$ cat src/shared/dprpc_pkg.sv
// Constants shared by the port control logic of the dual-port RAM.
// Assumes a single system clock for both ports and an 18-bit address space.
package dprpc_pkg;

  // ********************************************************
  // Widths and port indices
  // ********************************************************
  localparam int ADDR_W = 18;
  localparam int DATA_W = 36;
  localparam int LANE_W = 4;
  localparam int PORT_LEFT = 0;
  localparam int PORT_RIGHT = 1;

  // ********************************************************
  // Mailbox locations and reset values
  // ********************************************************
  localparam logic [ADDR_W-1:0] MBOX_RIGHT_ADDR = 18'h3FFFF;
  localparam logic [ADDR_W-1:0] MBOX_LEFT_ADDR = 18'h3FFFE;
  localparam logic [ADDR_W-1:0] CNT_RESET = 18'h00000;
  localparam logic [ADDR_W-1:0] MASK_RESET = 18'h3FFFF;
  localparam logic [DATA_W-1:0] DATA_RESET = 36'h000000000;
  localparam logic [LANE_W-1:0] LANE_IDLE = 4'hF;
  localparam logic FLAG_IDLE = 1'b1;

endpackage : dprpc_pkg

$ cat src/rtl/dprpc_top.sv
// Port control of a two-port synchronous RAM: address counters, chip
// selects, mailbox flags and the gated data output path of both ports.
// Assumes the memory array is outside and returns read data in the cycle
// its registered read strobe is high; both ports share sys_clk.
//
// How it works
// - Strobe low loads address into counter
// - First chip select active low
// - Second chip select active high; both needed
// - Count advance low increments every edge
// - Strobe or clear low blocks increment
// - Clear zeroes only unmasked counter bits
// - Clear wins over strobe and advance
// - Mask select low targets mask register
// - Mask select high: counter operations only
// - Data driven only while output enable low
// - Top two addresses are mailboxes
// - Write to other's mailbox sets owner flag
// - Owner reading own mailbox clears flag
// - Wrap flag falls when an increment makes unmasked bits all ones
// - Master clear resets counters, masks, flags
// - Mailbox flags need an active byte lane
// - Top address right, next left mailbox
`timescale 1ns/10ps
`default_nettype none

module dprpc_top (
  // Clock and resets
  input wire logic sys_clk,
  input wire logic rst_b,
  input wire logic master_clear_n,
  // Left port controls
  input wire logic [dprpc_pkg::ADDR_W-1:0] l_address_inputs,
  input wire logic l_address_strobe_n,
  input wire logic l_chip_select_low_active,
  input wire logic l_chip_select_high_active,
  input wire logic l_count_advance_n,
  input wire logic l_counter_clear_n,
  input wire logic l_mask_select_n,
  input wire logic l_read_write_n,
  input wire logic [dprpc_pkg::LANE_W-1:0] l_byte_lane_n,
  input wire logic l_output_enable_n,
  input wire logic [dprpc_pkg::DATA_W-1:0] l_data_in,
  // Left port outputs
  output logic [dprpc_pkg::DATA_W-1:0] l_data_out,
  output logic l_data_oe,
  output logic l_mailbox_flag_n,
  output logic l_counter_wrap_flag_n,
  // Right port controls
  input wire logic [dprpc_pkg::ADDR_W-1:0] r_address_inputs,
  input wire logic r_address_strobe_n,
  input wire logic r_chip_select_low_active,
  input wire logic r_chip_select_high_active,
  input wire logic r_count_advance_n,
  input wire logic r_counter_clear_n,
  input wire logic r_mask_select_n,
  input wire logic r_read_write_n,
  input wire logic [dprpc_pkg::LANE_W-1:0] r_byte_lane_n,
  input wire logic r_output_enable_n,
  input wire logic [dprpc_pkg::DATA_W-1:0] r_data_in,
  // Right port outputs
  output logic [dprpc_pkg::DATA_W-1:0] r_data_out,
  output logic r_data_oe,
  output logic r_mailbox_flag_n,
  output logic r_counter_wrap_flag_n,
  // Left array side
  output logic [dprpc_pkg::ADDR_W-1:0] l_array_addr_reg,
  output logic l_array_write_reg,
  output logic l_array_read_reg,
  output logic [dprpc_pkg::LANE_W-1:0] l_array_lane_en_reg,
  output logic [dprpc_pkg::DATA_W-1:0] l_array_wdata_reg,
  input wire logic [dprpc_pkg::DATA_W-1:0] l_array_rdata,
  // Right array side
  output logic [dprpc_pkg::ADDR_W-1:0] r_array_addr_reg,
  output logic r_array_write_reg,
  output logic r_array_read_reg,
  output logic [dprpc_pkg::LANE_W-1:0] r_array_lane_en_reg,
  output logic [dprpc_pkg::DATA_W-1:0] r_array_wdata_reg,
  input wire logic [dprpc_pkg::DATA_W-1:0] r_array_rdata
);

  // ********************************************************
  // Helpers
  // ********************************************************
  function automatic logic port_selected(input logic cs_low, input logic cs_high);
    return !cs_low && cs_high;
  endfunction : port_selected

  // Mailbox owned by a port: the right port owns the top word.
  function automatic logic [dprpc_pkg::ADDR_W-1:0] mbox_of(input int port);
    return (port == dprpc_pkg::PORT_RIGHT) ? dprpc_pkg::MBOX_RIGHT_ADDR : dprpc_pkg::MBOX_LEFT_ADDR;
  endfunction : mbox_of

  // Master clear and system reset both act at once, without the clock.
  logic reset_all_n;
  assign reset_all_n = rst_b && master_clear_n;

  // ********************************************************
  // Per-port gathering
  // ********************************************************
  logic [dprpc_pkg::ADDR_W-1:0] addr_in [2];
  logic [dprpc_pkg::ADDR_W-1:0] counter_q [2];
  logic [dprpc_pkg::ADDR_W-1:0] access_addr [2];
  logic [dprpc_pkg::LANE_W-1:0] lane_n [2];
  logic [dprpc_pkg::DATA_W-1:0] wdata [2];
  logic [dprpc_pkg::DATA_W-1:0] rdata [2];
  logic [dprpc_pkg::DATA_W-1:0] dout_reg [2];
  logic [1:0] strobe_n;
  logic [1:0] cs_low;
  logic [1:0] cs_high;
  logic [1:0] advance_n;
  logic [1:0] clear_n;
  logic [1:0] mask_sel_n;
  logic [1:0] rw_n;
  logic [1:0] oe_n;
  logic [1:0] access;
  logic [1:0] lane_any;
  logic [1:0] is_write;
  logic [1:0] is_read;
  logic [1:0] mbox_set;
  logic [1:0] mbox_clear;
  logic [1:0] mbox_flag_n;
  logic [1:0] wrap_flag_n;
  logic dvalid_reg [2];
  logic [1:0] array_rd;

  assign addr_in[0] = l_address_inputs;
  assign addr_in[1] = r_address_inputs;
  assign strobe_n = {r_address_strobe_n, l_address_strobe_n};
  assign cs_low = {r_chip_select_low_active, l_chip_select_low_active};
  assign cs_high = {r_chip_select_high_active, l_chip_select_high_active};
  assign advance_n = {r_count_advance_n, l_count_advance_n};
  assign clear_n = {r_counter_clear_n, l_counter_clear_n};
  assign mask_sel_n = {r_mask_select_n, l_mask_select_n};
  assign rw_n = {r_read_write_n, l_read_write_n};
  assign oe_n = {r_output_enable_n, l_output_enable_n};
  assign lane_n[0] = l_byte_lane_n;
  assign lane_n[1] = r_byte_lane_n;
  assign wdata[0] = l_data_in;
  assign wdata[1] = r_data_in;
  assign rdata[0] = l_array_rdata;
  assign rdata[1] = r_array_rdata;
  assign array_rd = {r_array_read_reg, l_array_read_reg};

  // ********************************************************
  // Port logic
  // ********************************************************
  genvar p;
  generate
    for (p = 0; p < 2; p++)
    begin : g_port
      // The strobe picks the pin address; otherwise the counter addresses the access.
      assign access_addr[p] = !strobe_n[p] ? addr_in[p] : counter_q[p];
      assign access[p] = port_selected(cs_low[p], cs_high[p]) && mask_sel_n[p];
      assign lane_any[p] = lane_n[p] != dprpc_pkg::LANE_IDLE;
      assign is_write[p] = access[p] && !rw_n[p];
      assign is_read[p] = access[p] && rw_n[p];
      assign mbox_set[p] = is_write[1-p] && lane_any[1-p] && (access_addr[1-p] == mbox_of(p));
      assign mbox_clear[p] = is_read[p] && lane_any[p] && (access_addr[p] == mbox_of(p));

      dprpc_port_counter u_counter (
        .sys_clk(sys_clk),
        .reset_all_n(reset_all_n),
        .address_inputs(addr_in[p]),
        .address_strobe_n(strobe_n[p]),
        .count_advance_n(advance_n[p]),
        .counter_clear_n(clear_n[p]),
        .mask_select_n(mask_sel_n[p]),
        .counter_reg(counter_q[p]),
        .mask_reg(),
        .counter_wrap_flag_n(wrap_flag_n[p])
      );

      dprpc_mailbox_flag u_mailbox (
        .sys_clk(sys_clk),
        .reset_all_n(reset_all_n),
        .set_evt(mbox_set[p]),
        .clear_evt(mbox_clear[p]),
        .mailbox_flag_n(mbox_flag_n[p])
      );

      // Read data is held in a register so the pins never see the raw array path.
      always_ff @(posedge sys_clk or negedge reset_all_n)
      begin
        if (!reset_all_n)
        begin
          dout_reg[p] <= dprpc_pkg::DATA_RESET;
          dvalid_reg[p] <= 1'b0;
        end
        else
        begin
          dvalid_reg[p] <= array_rd[p];
          if (array_rd[p])
            dout_reg[p] <= rdata[p];
        end
      end

      property p_mbox_needs_lane;
        @(posedge sys_clk) disable iff (!reset_all_n)
        ($fell(mbox_flag_n[p])) |-> $past(is_write[1-p] && lane_any[1-p]);
      endproperty
      a_mbox_needs_lane: assert property (p_mbox_needs_lane) else $error("mailbox set without active lane");

      property p_idle_flag_holds;
        @(posedge sys_clk) disable iff (!reset_all_n)
        (!mbox_set[p] && !mbox_clear[p]) |=> $stable(mbox_flag_n[p]);
      endproperty
      a_idle_flag_holds: assert property (p_idle_flag_holds) else $error("mailbox flag moved on its own");
    end
  endgenerate

  // ********************************************************
  // Array access register
  // ********************************************************
  // A write with no active lane is still issued; the array ignores it per lane.
  always_ff @(posedge sys_clk or negedge reset_all_n)
  begin
    if (!reset_all_n)
    begin
      l_array_addr_reg <= dprpc_pkg::CNT_RESET;
      l_array_write_reg <= 1'b0;
      l_array_read_reg <= 1'b0;
      l_array_lane_en_reg <= ~dprpc_pkg::LANE_IDLE;
      l_array_wdata_reg <= dprpc_pkg::DATA_RESET;
    end
    else
    begin
      l_array_addr_reg <= access_addr[0];
      l_array_write_reg <= is_write[0];
      l_array_read_reg <= is_read[0];
      l_array_lane_en_reg <= ~lane_n[0];
      l_array_wdata_reg <= wdata[0];
    end
  end

  always_ff @(posedge sys_clk or negedge reset_all_n)
  begin
    if (!reset_all_n)
    begin
      r_array_addr_reg <= dprpc_pkg::CNT_RESET;
      r_array_write_reg <= 1'b0;
      r_array_read_reg <= 1'b0;
      r_array_lane_en_reg <= ~dprpc_pkg::LANE_IDLE;
      r_array_wdata_reg <= dprpc_pkg::DATA_RESET;
    end
    else
    begin
      r_array_addr_reg <= access_addr[1];
      r_array_write_reg <= is_write[1];
      r_array_read_reg <= is_read[1];
      r_array_lane_en_reg <= ~lane_n[1];
      r_array_wdata_reg <= wdata[1];
    end
  end

  // ********************************************************
  // Outputs
  // ********************************************************
  // Output enable is a pure gate with no register, so it acts between clock edges.
  assign l_data_oe = dvalid_reg[0] && !oe_n[0];
  assign r_data_oe = dvalid_reg[1] && !oe_n[1];
  assign l_data_out = dout_reg[0];
  assign r_data_out = dout_reg[1];
  assign l_mailbox_flag_n = mbox_flag_n[0];
  assign r_mailbox_flag_n = mbox_flag_n[1];
  assign l_counter_wrap_flag_n = wrap_flag_n[0];
  assign r_counter_wrap_flag_n = wrap_flag_n[1];

  property p_oe_gate;
    @(posedge sys_clk) disable iff (!reset_all_n)
    l_data_oe |-> (!l_output_enable_n && $past(l_array_read_reg));
  endproperty
  a_oe_gate: assert property (p_oe_gate) else $error("left data driven without enable");

  property p_read_to_oe;
    @(posedge sys_clk) disable iff (!reset_all_n)
    is_read[1] ##2 !r_output_enable_n |-> r_data_oe;
  endproperty
  a_read_to_oe: assert property (p_read_to_oe) else $error("right read data not driven");

  property p_deselect_no_write;
    @(posedge sys_clk) disable iff (!reset_all_n)
    (l_chip_select_low_active || !l_chip_select_high_active) |=> !l_array_write_reg;
  endproperty
  a_deselect_no_write: assert property (p_deselect_no_write) else $error("write while deselected");

  property p_right_mbox_set;
    @(posedge sys_clk) disable iff (!reset_all_n)
    (is_write[0] && lane_any[0] && access_addr[0] == dprpc_pkg::MBOX_RIGHT_ADDR) |=> !r_mailbox_flag_n;
  endproperty
  a_right_mbox_set: assert property (p_right_mbox_set) else $error("right mailbox flag not set");

  property p_own_write_no_set;
    @(posedge sys_clk) disable iff (!reset_all_n)
    (l_mailbox_flag_n && !is_write[1]) |=> l_mailbox_flag_n;
  endproperty
  a_own_write_no_set: assert property (p_own_write_no_set) else $error("left flag set by own port");

endmodule : dprpc_top

`default_nettype wire

$ cat src/rtl/dprpc_port_counter.sv
// Burst address counter and counter mask register of one port.
// Assumes the caller combines system reset and master clear into reset_all_n.
`timescale 1ns/10ps
`default_nettype none

module dprpc_port_counter (
  // Clock and reset
  input wire logic sys_clk,
  input wire logic reset_all_n,
  // Counter control
  input wire logic [dprpc_pkg::ADDR_W-1:0] address_inputs,
  input wire logic address_strobe_n,
  input wire logic count_advance_n,
  input wire logic counter_clear_n,
  input wire logic mask_select_n,
  // State
  output logic [dprpc_pkg::ADDR_W-1:0] counter_reg,
  output logic [dprpc_pkg::ADDR_W-1:0] mask_reg,
  output logic counter_wrap_flag_n
);

  // Masked bits hold; the unmasked bits count as one field.
  function automatic logic [dprpc_pkg::ADDR_W-1:0] masked_incr(
    input logic [dprpc_pkg::ADDR_W-1:0] cnt,
    input logic [dprpc_pkg::ADDR_W-1:0] mask
  );
    logic [dprpc_pkg::ADDR_W-1:0] sum;
    sum = (cnt | ~mask) + 18'h00001;
    return (cnt & ~mask) | (sum & mask);
  endfunction : masked_incr

  logic [dprpc_pkg::ADDR_W-1:0] counter_next;
  logic do_incr;

  assign counter_next = masked_incr(counter_reg, mask_reg);
  assign do_incr = mask_select_n && counter_clear_n && address_strobe_n && !count_advance_n;

  // ********************************************************
  // Counter
  // ********************************************************
  always_ff @(posedge sys_clk or negedge reset_all_n)
  begin
    if (!reset_all_n)
      counter_reg <= dprpc_pkg::CNT_RESET;
    else if (mask_select_n)
    begin
      if (!counter_clear_n)
        counter_reg <= counter_reg & ~mask_reg;
      else if (!address_strobe_n)
        counter_reg <= address_inputs;
      else if (do_incr)
        counter_reg <= counter_next;
    end
  end

  // ********************************************************
  // Mask register
  // ********************************************************
  always_ff @(posedge sys_clk or negedge reset_all_n)
  begin
    if (!reset_all_n)
      mask_reg <= dprpc_pkg::MASK_RESET;
    else if (!mask_select_n)
    begin
      if (!counter_clear_n)
        mask_reg <= dprpc_pkg::MASK_RESET;
      else if (!address_strobe_n)
        mask_reg <= address_inputs;
    end
  end

  // ********************************************************
  // Wrap flag
  // ********************************************************
  // A fresh load or clear restarts the count, so it also withdraws the flag.
  always_ff @(posedge sys_clk or negedge reset_all_n)
  begin
    if (!reset_all_n)
      counter_wrap_flag_n <= dprpc_pkg::FLAG_IDLE;
    else if (do_incr && ((counter_next & mask_reg) == mask_reg))
      counter_wrap_flag_n <= 1'b0;
    else if (mask_select_n && (!counter_clear_n || !address_strobe_n))
      counter_wrap_flag_n <= 1'b1;
  end

  property p_clear_zeroes_unmasked;
    @(posedge sys_clk) disable iff (!reset_all_n)
    (mask_select_n && !counter_clear_n) |=> ((counter_reg & mask_reg) == 18'h00000);
  endproperty
  a_clear_zeroes_unmasked: assert property (p_clear_zeroes_unmasked) else $error("clear left unmasked bits set");

  property p_clear_keeps_masked;
    @(posedge sys_clk) disable iff (!reset_all_n)
    (mask_select_n && !counter_clear_n) |=> ((counter_reg & ~mask_reg) == ($past(counter_reg) & ~mask_reg));
  endproperty
  a_clear_keeps_masked: assert property (p_clear_keeps_masked) else $error("clear changed masked bits");

  property p_load;
    @(posedge sys_clk) disable iff (!reset_all_n)
    (mask_select_n && counter_clear_n && !address_strobe_n) |=> (counter_reg == $past(address_inputs));
  endproperty
  a_load: assert property (p_load) else $error("strobe did not load counter");

  property p_incr;
    @(posedge sys_clk) disable iff (!reset_all_n)
    (do_incr && mask_reg == 18'h3FFFF) |=> (counter_reg == $past(counter_reg) + 18'h00001);
  endproperty
  a_incr: assert property (p_incr) else $error("counter did not advance");

  property p_hold;
    @(posedge sys_clk) disable iff (!reset_all_n)
    (mask_select_n && counter_clear_n && address_strobe_n && count_advance_n) |=> $stable(counter_reg);
  endproperty
  a_hold: assert property (p_hold) else $error("counter moved without advance");

  property p_mask_untouched;
    @(posedge sys_clk) disable iff (!reset_all_n)
    mask_select_n |=> $stable(mask_reg);
  endproperty
  a_mask_untouched: assert property (p_mask_untouched) else $error("mask changed while not selected");

  property p_wrap;
    @(posedge sys_clk) disable iff (!reset_all_n)
    (do_incr && ((counter_next & mask_reg) == mask_reg)) |=> !counter_wrap_flag_n;
  endproperty
  a_wrap: assert property (p_wrap) else $error("wrap flag missed");

endmodule : dprpc_port_counter

`default_nettype wire

$ cat src/rtl/dprpc_mailbox_flag.sv
// Active-low mailbox flag of one port; a set beats a clear in the same cycle.
// Assumes set and clear events are single-cycle qualified strobes.
`timescale 1ns/10ps
`default_nettype none

module dprpc_mailbox_flag (
  // Clock and reset
  input wire logic sys_clk,
  input wire logic reset_all_n,
  // Events
  input wire logic set_evt,
  input wire logic clear_evt,
  // Flag
  output logic mailbox_flag_n
);

  always_ff @(posedge sys_clk or negedge reset_all_n)
  begin
    if (!reset_all_n)
      mailbox_flag_n <= dprpc_pkg::FLAG_IDLE;
    else if (set_evt)
      mailbox_flag_n <= 1'b0;
    else if (clear_evt)
      mailbox_flag_n <= 1'b1;
  end

  property p_set;
    @(posedge sys_clk) disable iff (!reset_all_n)
    set_evt |=> !mailbox_flag_n;
  endproperty
  a_set: assert property (p_set) else $error("mailbox flag not set");

  property p_clear;
    @(posedge sys_clk) disable iff (!reset_all_n)
    (clear_evt && !set_evt) |=> mailbox_flag_n;
  endproperty
  a_clear: assert property (p_clear) else $error("mailbox flag not cleared");

endmodule : dprpc_mailbox_flag

`default_nettype wire

$ cat config.mk
export PLATFORM = sky130hd
export DESIGN_NAME = dprpc_top
export DESIGN_NICKNAME = d
export VERILOG_FILES = /design/src/shared/dprpc_pkg.sv /design/src/rtl/dprpc_top.sv /design/src/rtl/dprpc_port_counter.sv /design/src/rtl/dprpc_mailbox_flag.sv
export SDC_FILE = /design/constraint.sdc
export NUM_CORES = 1
export LEC_CHECK = 0
export BUFFER_PORTS_ARGS = -buffer_cell sky130_fd_sc_hd__buf_2
export CAP_MARGIN = 20
export CORE_AREA = 2 2 172 174
export DETAILED_ROUTE_END_ITERATION = 10
export DIE_AREA = 0 0 174 176
export PLACE_DENSITY_LB_ADDON = 0.15
export SLEW_MARGIN = 20
export SYNTH_ARGS = -nofsm -noshare
export SYNTH_HDL_FRONTEND = slang
export SYNTH_SLANG_ARGS = --single-unit
$ cat constraint.sdc
create_clock -name sys_clk -period 9.07 [get_ports sys_clk]
set_clock_uncertainty 0.05 [all_clocks]
set_input_delay 0.907 -clock sys_clk [delete_from_list [all_inputs] [get_ports sys_clk]]
set_output_delay 0.907 -clock sys_clk [all_outputs]
set_load 0.03 [all_outputs]
==> metrics.md, run 1 <==
| Metric | Value |
|---|---|
| Die width | `174 um` |
| Leakage Power | `7.17 nW` |
| Drt drc | `0` |
| Worst Hold Class | `input port to flop` |
| Post-CTS sizing | `0` |
| GPL Wtd Cong | `0.844` |
| Crit Path Max Fanout | `46` |
| Starting DRT DRC Count | `535` |
| Postcts setup bufs | `0` |
| WS Path Type | `input port to flop` |
| IO Count | `405` |
| Final setup TNS | `0 ns` |
| DR vias/cell | `5.02` |
| Crit path from | `r_address_strobe_n` |
| Total track usage | `20.7%` |
| Maximum vdd drop | `143 uV` |
| Synthesized cell area | `0.0114 mm^2` |
| Power Dens Cells | `236 mW/mm^2` |
| Die Area | `0.0306 mm^2` |
| Total wire length | `32,300 um` |
| Highest routed layer | `met5` |
| Clk sinks | `270` |
| Commonest cells after routing, fill and taps aside | `buf_2 (404), dfrtp_1 (230), mux2_2 (84), o21ai_0 (80), nand2_1 (52)` |
| Skew-Pair Late Insertion Delay | `0.54 ns` |
| Die Span Y | `176 um` |
| Vias | `8,864` |
| Overall power | `3.51 mW` |
| Ys async rst share | `100%` |
| Max clock buf depth | `3` |
| Congestion Overflow GR | `0` |
| Min-Delay Path Depth | `1` |
| Final setup viols | `0` |
| Rows | `62` |
| # port buffers | `404` |
| Core ar. | `0.0285 mm^2` |
| Final hold violations | `0` |
| Final min period | `3.04 ns` |
| MaxCap Viol Count | `0` |
| Synth unique cells | `63` |
| H-tree levels | `1` |
| Worst Reg-to-Reg Cells | `10` |
| Starting Density | `39.8%` |
| Synthesis-stage register bit count | `270` |
| Commonest non-fill, non-tap cell in the layout | `buf_2` |
| Avg Inst Size Synth | `11.9 um^2` |
| DR WL met3 | `2320 um` |
| 1st-pass router iterations | `5` |
| Root Driver | `clkbuf_16` |
| Synth Warn # | `0` |
| Tcrit/Tclk final | `33.5%` |
| Fillers | `2,690` |
| Initial antenna violation count | `3` |
| Least-Margin Pin Slew | `0.953 ns` |
| CTS tree | `yes` |
| First-pass GRT wire length | `50,200 um` |
| Cells after DPL | `1,709` |
| Layout area overhead | `30.8%` |
| Hold buffers post-CTS | `0` |
| Slew Limit Fails | `0` |
| Synth Instances | `959` |
| Slew headroom | `36.5%` |
| Status | `completed` |
| F_max | `329 MHz` |
| Sequential share of the synthesized area | `59.9%` |
| RSZ-0062 raised after global routing | `no` |
| Largest net degree at the start of global routing | `74` |
| Startpoint types | `input port` |
| Final #Nets | `1,571` |
| DR WL/cell | `18.3 um` |
| Worst-path clk slew | `0.06 ns` |
| Worst setup EP type | `flop` |
| Non-Filler Instances | `1,764` |
| Worst Path Required | `9.44 ns` |
| Syn Nets | `1,174` |
| Top FF cell, synth | `dfrtp_1` |
| Number of synthesized flops with an enable pin | `0` |
| Internal reg-to-reg setup slack | `6.26 ns` |
| Post-route ant nets | `0` |
| Num CTS Buffers | `29` |
| Post-DP HPWL | `23,800 um` |
| Layout cells sized above 1 | `43.1%` |
| Utilization after layout | `52.1%` |
| Reg2reg end | `g_port[1].u_counter.counter_reg[14]` |
| Critical Path AT | `3.40 ns` |
| CP Capture Point | `g_port[1].u_counter.counter_reg[14]` |
| Routed wl met2 | `15,700 um` |
| M1 WL | `13,200 um` |
| R2r startpoint | `g_port[1].u_counter.counter_reg[0]` |
| Vias in the first global route | `9,018` |
[how the worst min path moves through the flow]
| stage | from | endpoint |
|---|---|---|
| floorplan | g_port[1].u_counter.counter_reg[1] | g_port[1].u_counter.counter_reg[1] |
| global placement | r_data_out[29] | r_data_out[29] |
| detailed placement | r_data_out[13] | r_data_out[13] |
| CTS | l_data_in[11] | l_array_wdata_reg[11] |
| global route | r_data_in[21] | r_array_wdata_reg[21] |
| finish | r_data_in[2] | r_array_wdata_reg[2] |
[cells by family (layout without fill, tap and decap cells)]
family | Yosys count | in the layout | share of synthesized area [%]
AOI/OAI and AO/OA | 239 | 239 | 13.6
xor gates and xnor gates | 31 | 31 | 2.39
adders and majority gates | 8 | 8 | 0.881
buffers and inverters | 77 | 496 | 2.64
DFF | 270 | 270 | 59.9
muxes | 88 | 88 | 8.67
other | 0 | 2 | 0
and+or+nand+nor | 246 | 246 | 12.0
[Yosys cell counts, drive strengths merged (16+ instances only)]
cell      n  area, um^2
a21oi    44         220
nor3     16        80.1
xnor2    24         210
nor2b    43         269
nand2b   23         144
a21o     26         195
nand3    17        85.1
o21ai    82         410
dfstp    40        1050
clkbuf   34         128
nand2    52         195
o22a     32         280
mux2     84         946
dfrtp   230        5760
nor2     36         138
inv      31         116
[power by group]
| part | internal (mW) | switching [mW] | leakage [nW] | total, mW |
|---|---|---|---|---|
| clock | 0.881 | 0.478 | 0.536 | 1.36 |
| combinational | 0.248 | 0.458 | 3.31 | 0.706 |
| sequential | 1.36 | 0.0869 | 3.32 | 1.44 |
[layout make-up]
class | instances | area, um^2 | area share, %
clock buffers | 40 | 817 | 5.50
repair buffers | 411 | 2070 | 14.0
clock inverters | 13 | 295 | 1.99
well taps | 384 | 480 | 3.23
flip-flops and latches | 270 | 6810 | 45.8
diodes | 2 | 5.00 | 0.0337
inverters | 32 | 120 | 0.808
multi-input cells | 612 | 4270 | 28.7
[layer usage]
layer | vias up | track usage, %
met5 | - | 0
met4 | 4 | 6.83
met3 | 54 | 5.08
met2 | 336 | 35.6
met1 | 4256 | 25.7
li1 | 4214 | -
[stage by stage]
| stage | setup WS, ns | instance area, um^2 | hold WS (ns) |
|---|---|---|---|
| after CTS | 6.09 | 14900 | 0.392 |
| after floorplan | 3.62 | 11400 | 0.430 |
| after global routing | 5.78 | 14900 | 0.389 |
| after detailed placement | 5.52 | 13700 | 0.440 |
| final | 6.03 | 14900 | 0.417 |
| after global placement | 5.61 | 13700 | 0.433 |
[critical path: stages]
cell,delay [ns]
buf_2,0.65
clkinv_1,0.53
nor2_1,0.28
nand2_1,0.09
and2_1,0.26
nand2_1,0.39
o2bb2a_1,0.27
(Power assumes the default switching activity.)
==> inputs of run 2 (changes only) <==
Clock period 9.07 ns to 2.7 ns, I/O delays scaled along.
==> run 2 against run 1 <==
Net effect: worst hold slack got worse by 0.40 ns; flip-flop and latch count did not move; global-route usage increased by 2.3 points; critical path type is now flop to flop; critical endpoint is now g_port[1].u_counter.counter_reg[17]; largest power group unchanged.
==> metrics.md, run 2 (synthesized netlist as in run 1, its figures left out) <==
| Metric | Value |
|---|---|
| Status | `completed` |
| Commonest cells after routing, fill and taps aside | `buf_2 (404), dfrtp_1 (230), dlygate4sd3_1 (189), mux2_2 (84), o21ai_0 (80)` |
| Final setup viols | `0` |
| DR WL/cell | `18.0 um` |
| CP cell instances | `and2b_1 > or4_4 > nor4_4 > nor3b_4 > a21oi_1 > o31ai_1 > o21ai_0` |
| Least-Margin Pin Slew | `0.726 ns` |
| Max clock buf depth | `3` |
| Die Area | `0.0306 mm^2` |
| First-pass GRT wire length | `56,000 um` |
| Worst setup EP type | `flop` |
| IO Count | `405` |
| Placed cell area | `0.0140 mm^2` |
| Startpoint types | `flop` |
| Commonest non-fill, non-tap cell in the layout | `buf_2` |
| Layout area overhead | `48.6%` |
| Total wire length | `35,700 um` |
| R2r startpoint | `g_port[1].u_counter.counter_reg[6]` |
| Hold path startpoint | `r_address_inputs[15]` |
| F_max | `383 MHz` |
| Rows | `62` |
| Vias | `9,860` |
| Internal reg-to-reg setup slack | `0.09 ns` |
| Final #Nets | `1,792` |
| Total track usage | `23.0%` |
| Layout cells sized above 1 | `39.2%` |
| Clk sinks | `270` |
| Design area | `0.0169 mm^2` |
| Tcrit/Tclk final | `96.8%` |
| GPL Wtd Cong | `0.874` |
| Largest net degree at the start of global routing | `78` |
| Crit Path Max Fanout | `10` |
| WS Path Type | `flop to flop` |
| Leakage Power | `8.03 nW` |
| Slowest cell on the critical path | `or4_4` |
| Max stage delay on crit path | `0.58 ns` |
| Starting DRT DRC Count | `426` |
| Power Dens Cells | `673 mW/mm^2` |
| Skew-Pair Late Insertion Delay | `0.57 ns` |
| Post-DP HPWL | `24,600 um` |
| Die Span Y | `176 um` |
| Final min period | `2.61 ns` |
| Min-Delay Path Depth | `2` |
| Non-Filler Instances | `1,987` |
| CTS tree | `yes` |
| DR vias/cell | `4.96` |
| Root Driver | `clkbuf_16` |
| Maximum vdd drop | `518 uV` |
| Worst Hold Class | `input port to flop` |
| Worst-path clk slew | `0.07 ns` |
| MaxCap Viol Count | `0` |
| # port buffers | `404` |
| Final setup TNS | `0 ns` |
| Vias in the first global route | `10,212` |
| Slew Limit Fails | `0` |
| Core ar. | `0.0285 mm^2` |
| Final hold violations | `0` |
| H-tree levels | `1` |
| Post-route ant nets | `0` |
| Congestion Overflow GR | `0` |
| Reg2reg end | `g_port[1].u_counter.counter_reg[17]` |
| Critical Path AT | `2.99 ns` |
| Top delay family on crit path | `simple AND/OR/NAND/NOR gates` |
| Die width | `174 um` |
| Slew headroom | `51.6%` |
| Worst Reg-to-Reg Cells | `7` |
| Drt drc | `0` |
| End of the worst hold path | `r_array_addr_reg[15]` |
| Num CTS Buffers | `30` |
| Initial antenna violation count | `3` |
| Worst Path Buf+Inv | `0` |
| Starting Density | `39.8%` |
| Worst Path Required | `3.08 ns` |
| 1st-pass router iterations | `4` |
| WHS | `0.0145 ns` |
| Cells after DPL | `1,740` |
[run 2: metal layers]
| metal | global-route usage, % | vias to the layer above | part of all wire [%] |
|---|---|---|---|
| met4 | 7.84 | 2 | 3.3 |
| met2 | 39.8 | 381 | 49 |
| met1 | 28.5 | 4745 | 41 |
| met3 | 5.28 | 72 | 7.4 |
| li1 | - | 4660 | - |
| met5 | 0 | - | 0.031 |
[run 2: what timing repair did]
item                                   4_1_cts  5_1_grt
setup endpoints to repair                    0        5
gates resized for setup                      0        6
hold buffers                               189        0
setup buffers                                0        0
endpoints found under the hold margin      232        0
[run 2: how the worst max path moves through the flow]
stage                                       start                                 endpoint  slack (ns)  cells past startpoint
2_1_floorplan                               rst_b                            dvalid_reg[0]       -0.10                      1
3_3_place_gp                   l_address_strobe_n       g_port[0].u_mailbox.mailbox_flag_n       -0.36                      8
3_5_place_dp                   l_address_strobe_n       g_port[0].u_mailbox.mailbox_flag_n       -0.33                      8
4_1_cts        g_port[1].u_counter.counter_reg[6]  g_port[1].u_counter.counter_wrap_flag_n        0.03                      6
5_1_grt        g_port[1].u_counter.counter_reg[0]  g_port[1].u_counter.counter_wrap_flag_n      -0.009                      9
6_report       g_port[1].u_counter.counter_reg[6]      g_port[1].u_counter.counter_reg[17]        0.09                      7
[run 2: through the flow]
stage | total power, mW | utilization (%) | setup slack, ns
floorplan | 6.45 | - | -0.104
global placement | 7.31 | 49.1 | -0.361
detailed placement | 7.34 | 49.1 | -0.333
CTS | 11.5 | 59.1 | 0.0269
global route | 11.9 | 59.2 | -0.00877
finish | 11.4 | 59.2 | 0.0856
[run 2: area by class of cell]
type | instances | area, um^2
Inverter | 32 | 120
Tap cell | 384 | 480
Fill cell | 2378 | 11700
Sequential cell | 270 | 6810
Clock buffer | 47 | 876
Clock inverter | 9 | 61.3
Multi-Input combinational cell | 612 | 4300
Antenna cell | 2 | 5.00
Timing Repair Buffer | 631 | 4250
[run 2: where the power goes]
part	internal [mW]	switching (mW)
combinational	1.05	1.62
sequential	4.55	0.291
clock	2.22	1.64
total	7.82	3.55
==> inputs of run 3 (changes only) <==
Settings changed: ABC_AREA from default to 1, CORE_AREA 2 2 172 174 to 2 2 174 176, DIE_AREA 0 0 174 176 to 0 0 176 178.
==> run 3 against run 2 <==
Net effect: combinational power is 19% higher; worst setup slack better by 0.31 ns; power grew 7.9%; critical path type unchanged.
==> metrics.md, run 3 <==
| Metric | Value |
|---|---|
| Internal power | `8.16 mW` |
| Internal reg-to-reg setup slack | `0.40 ns` |
| Final min period | `2.30 ns` |
| Vias in the first global route | `10,914` |
| Clk sinks | `270` |
| Synth unique cells | `42` |
| Syn Nets | `1,409` |
| Commonest cells in the netlist | `nand2_1 (247), dfrtp_1 (230), o21ai_0 (107)` |
| Avg Inst Size Synth | `9.73 um^2` |
| Top FF cell, synth | `dfrtp_1` |
| First-pass GRT wire length | `61,000 um` |
| Fillers | `2,533` |
| CTS tree | `yes` |
| Tcrit/Tclk final | `85.2%` |
| Final setup TNS | `0 ns` |
| Starting Density | `39.5%` |
| M3 GR Usage | `4.90%` |
| Root Driver | `clkbuf_16` |
| Leakage Power | `8.61 nW` |
| Total wire length | `39,900 um` |
| Die Span Y | `178 um` |
| Sw power | `4.12 mW` |
| Slew Limit Fails | `0` |
| Synthesized cell area | `0.0116 mm^2` |
| Layout cells sized above 1 | `35.1%` |
| Maximum vdd drop | `470 uV` |
| Least-Margin Pin Slew | `0.676 ns` |
| Synth Warn # | `0` |
| Critical Path AT | `2.76 ns` |
| Number of synthesized flops with an enable pin | `0` |
| Die width | `176 um` |
| F_max | `435 MHz` |
| Drt drc | `0` |
| Count leader, synth | `nand2_1` |
| Congestion Overflow GR | `0` |
| Final hold violations | `0` |
| 1st-pass router iterations | `5` |
| Commonest cells after routing, fill and taps aside | `buf_2 (404), nand2_1 (246), dfrtp_1 (228), dlygate4sd3_1 (191), o21ai_0 (107)` |
| Rows | `63` |
| Worst setup EP type | `flop` |
| Initial antenna violation count | `1` |
| Synth Instances | `1,194` |
| Met2 Use GR | `42.7%` |
| Max clock buf depth | `3` |
| Post-DP HPWL | `28,400 um` |
| Power Dens Cells | `717 mW/mm^2` |
| Met1 Use GR | `31.9%` |
| Crit Path Max Fanout | `6` |
| Worst Reg-to-Reg Cells | `17` |
| Clk network pwr share | `34.0%` |
| Comb pwr share | `26.0%` |
| Postcts setup bufs | `0` |
| Hold path startpoint | `l_chip_select_high_active` |
| Status | `completed` |
| Sw frac | `33.5%` |
| RSZ-0062 raised after global routing | `no` |
| Worst-path clk slew | `0.07 ns` |
| Vias | `10,870` |
| Most Used Layer, Global Route | `met2` |
| Skew-Pair Late Insertion Delay | `0.57 ns` |
| Design area | `0.0171 mm^2` |
| Sequential power share | `40.1%` |
| End of the worst hold path | `l_array_read_reg` |
| Layout area overhead | `47.4%` |
| WS Path Type | `flop to flop` |
| Min-Delay Path Depth | `3` |
| Starting DRT DRC Count | `567` |
| Sequential share of the synthesized area | `58.6%` |
| Post-route ant nets | `0` |
| # port buffers | `404` |
| DR WL/cell | `18.0 um` |
| GPL Wtd Cong | `0.885` |
| Worst Hold Class | `input port to flop` |
| Slew headroom | `54.8%` |
| Startpoint types | `flop` |
| Commonest non-fill, non-tap cell in the layout | `buf_2` |
| MaxCap Viol Count | `0` |
| Worst Path Required | `3.16 ns` |
| Area contributors post-synth | `dfrtp_1 (50%), dfstp_2 (9.0%), nand2_1 (8.0%)` |
| DR vias/cell | `4.91` |
| Top cell type's share of synthesized area | `49.5%` |
| Synth area leader | `dfrtp_1` |
| Total track usage | `25.1%` |
| Core ar. | `0.0294 mm^2` |
| H-tree levels | `1` |
| R2r startpoint | `g_port[0].u_counter.counter_reg[0]` |
| Num CTS Buffers | `30` |
| Ys async rst share | `100%` |
| Placed cell area | `0.0142 mm^2` |
| Final #Nets | `2,017` |
| Final setup viols | `0` |
| Die Area | `0.0313 mm^2` |
| IO Count | `405` |
| Largest net degree at the start of global routing | `56` |
| Synthesis-stage register bit count | `270` |
| Reg2reg end | `g_port[0].u_counter.counter_wrap_flag_n` |
-- run 3: cell types whose count changed after synthesis, sizes merged, moves of 13 or more --
cell,delta
o22a,-32
clkbuf,-13
nor2,+53
a21o,-26
o21ai,+58
nor2b,-43
nand2b,-23
xnor2,-22
nand3,+32
inv,+93
nand2,+207
-- run 3: cell families after synthesis --
kind of cell	after synthesis	share of synthesized area, %
simple gates	453	17.4
flops	270	58.6
compound gates	223	10.2
buf+inv	166	5.83
mux	72	6.98
fa+ha+maj	8	0.862
xor+xnor	2	0.151
-- run 3: power groups by stage --
| stage | clock [mW] | sequential [mW] | combinational, mW |
|---|---|---|---|
| floorplan | 0 | 5.68 | 1.19 |
| global placement | 0 | 4.96 | 2.94 |
| detailed placement | 0 | 4.97 | 2.95 |
| CTS | 4.26 | 4.91 | 3.18 |
| global route | 4.42 | 4.98 | 3.45 |
| finish | 4.17 | 4.92 | 3.18 |
-- run 3: area by class of cell --
class | count | area, um^2 | share of cell area [%]
sequential | 270 | 6810 | 39.8
multi-input combinational | 758 | 4150 | 24.2
inverter | 126 | 482 | 2.81
clock inverter | 11 | 120 | 0.702
tap | 390 | 488 | 2.85
antenna | 1 | 2.50 | 0.0146
clock buffer | 44 | 913 | 5.34
timing repair buffer | 616 | 4150 | 24.3
-- run 3: worst max path at each step --
stage                                             startpoint                                      end  slack [ns]  cells after the start
after floorplan                                        rst_b                            dvalid_reg[0]       -1.19                      2
after global placement    g_port[0].u_counter.counter_reg[0]  g_port[0].u_counter.counter_wrap_flag_n        0.55                     17
after detailed placement  g_port[0].u_counter.counter_reg[0]  g_port[0].u_counter.counter_wrap_flag_n        0.43                     17
after CTS                 g_port[0].u_counter.counter_reg[0]      g_port[0].u_counter.counter_reg[12]        0.44                     13
after global routing      g_port[0].u_counter.counter_reg[0]  g_port[0].u_counter.counter_wrap_flag_n        0.16                     15
final                     g_port[0].u_counter.counter_reg[0]  g_port[0].u_counter.counter_wrap_flag_n        0.40                     17
-- run 3: critical path, cell delays in order (launching register included) --
cell	delay (ns)
dfrtp_1	0.38
inv_1	0.09
ha_1	0.20
inv_1	0.17
ha_1	0.25
inv_1	0.10
nor2_4	0.17
nand3_4	0.11
inv_4	0.10
nand3_2	0.08
nand2_1	0.06
o21ai_1	0.06
nand2_1	0.06
nand2_1	0.05
nor2_1	0.08
nand2_1	0.05
nor2_1	0.11
nor2_1	0.06
-- run 3: metrics by stage --
step	hold WS (ns)	worst slack, ns	total power [mW]	std cells	util [%]
6_report	0.0398	0.400	12.3	2216	58.2
5_1_grt	0.0471	0.156	12.9	2216	58.2
4_1_cts	0.00178	0.435	12.4	2215	58.2
3_5_place_dp	0.329	0.428	7.93	1969	48.2
3_3_place_gp	0.327	0.554	7.90	1969	48.2
2_1_floorplan	0.251	-1.19	6.87	1194	-
-- run 3: what timing repair did --
| item | in CTS | in global routing |
|---|---|---|
| setup endpoints to repair | 0 | 0 |
| hold buffers | 191 | 0 |
| gates resized for setup | 0 | 0 |
| hold endpoints to repair | 223 | 0 |
-- run 3: per-layer routing --
| metal | wire (um) | part of all wire, % |
|---|---|---|
| met1 | 16600 | 42 |
| met2 | 19200 | 48 |
| met3 | 2550 | 6.4 |
| met4 | 1510 | 3.8 |
| met5 | 0 | 0 |
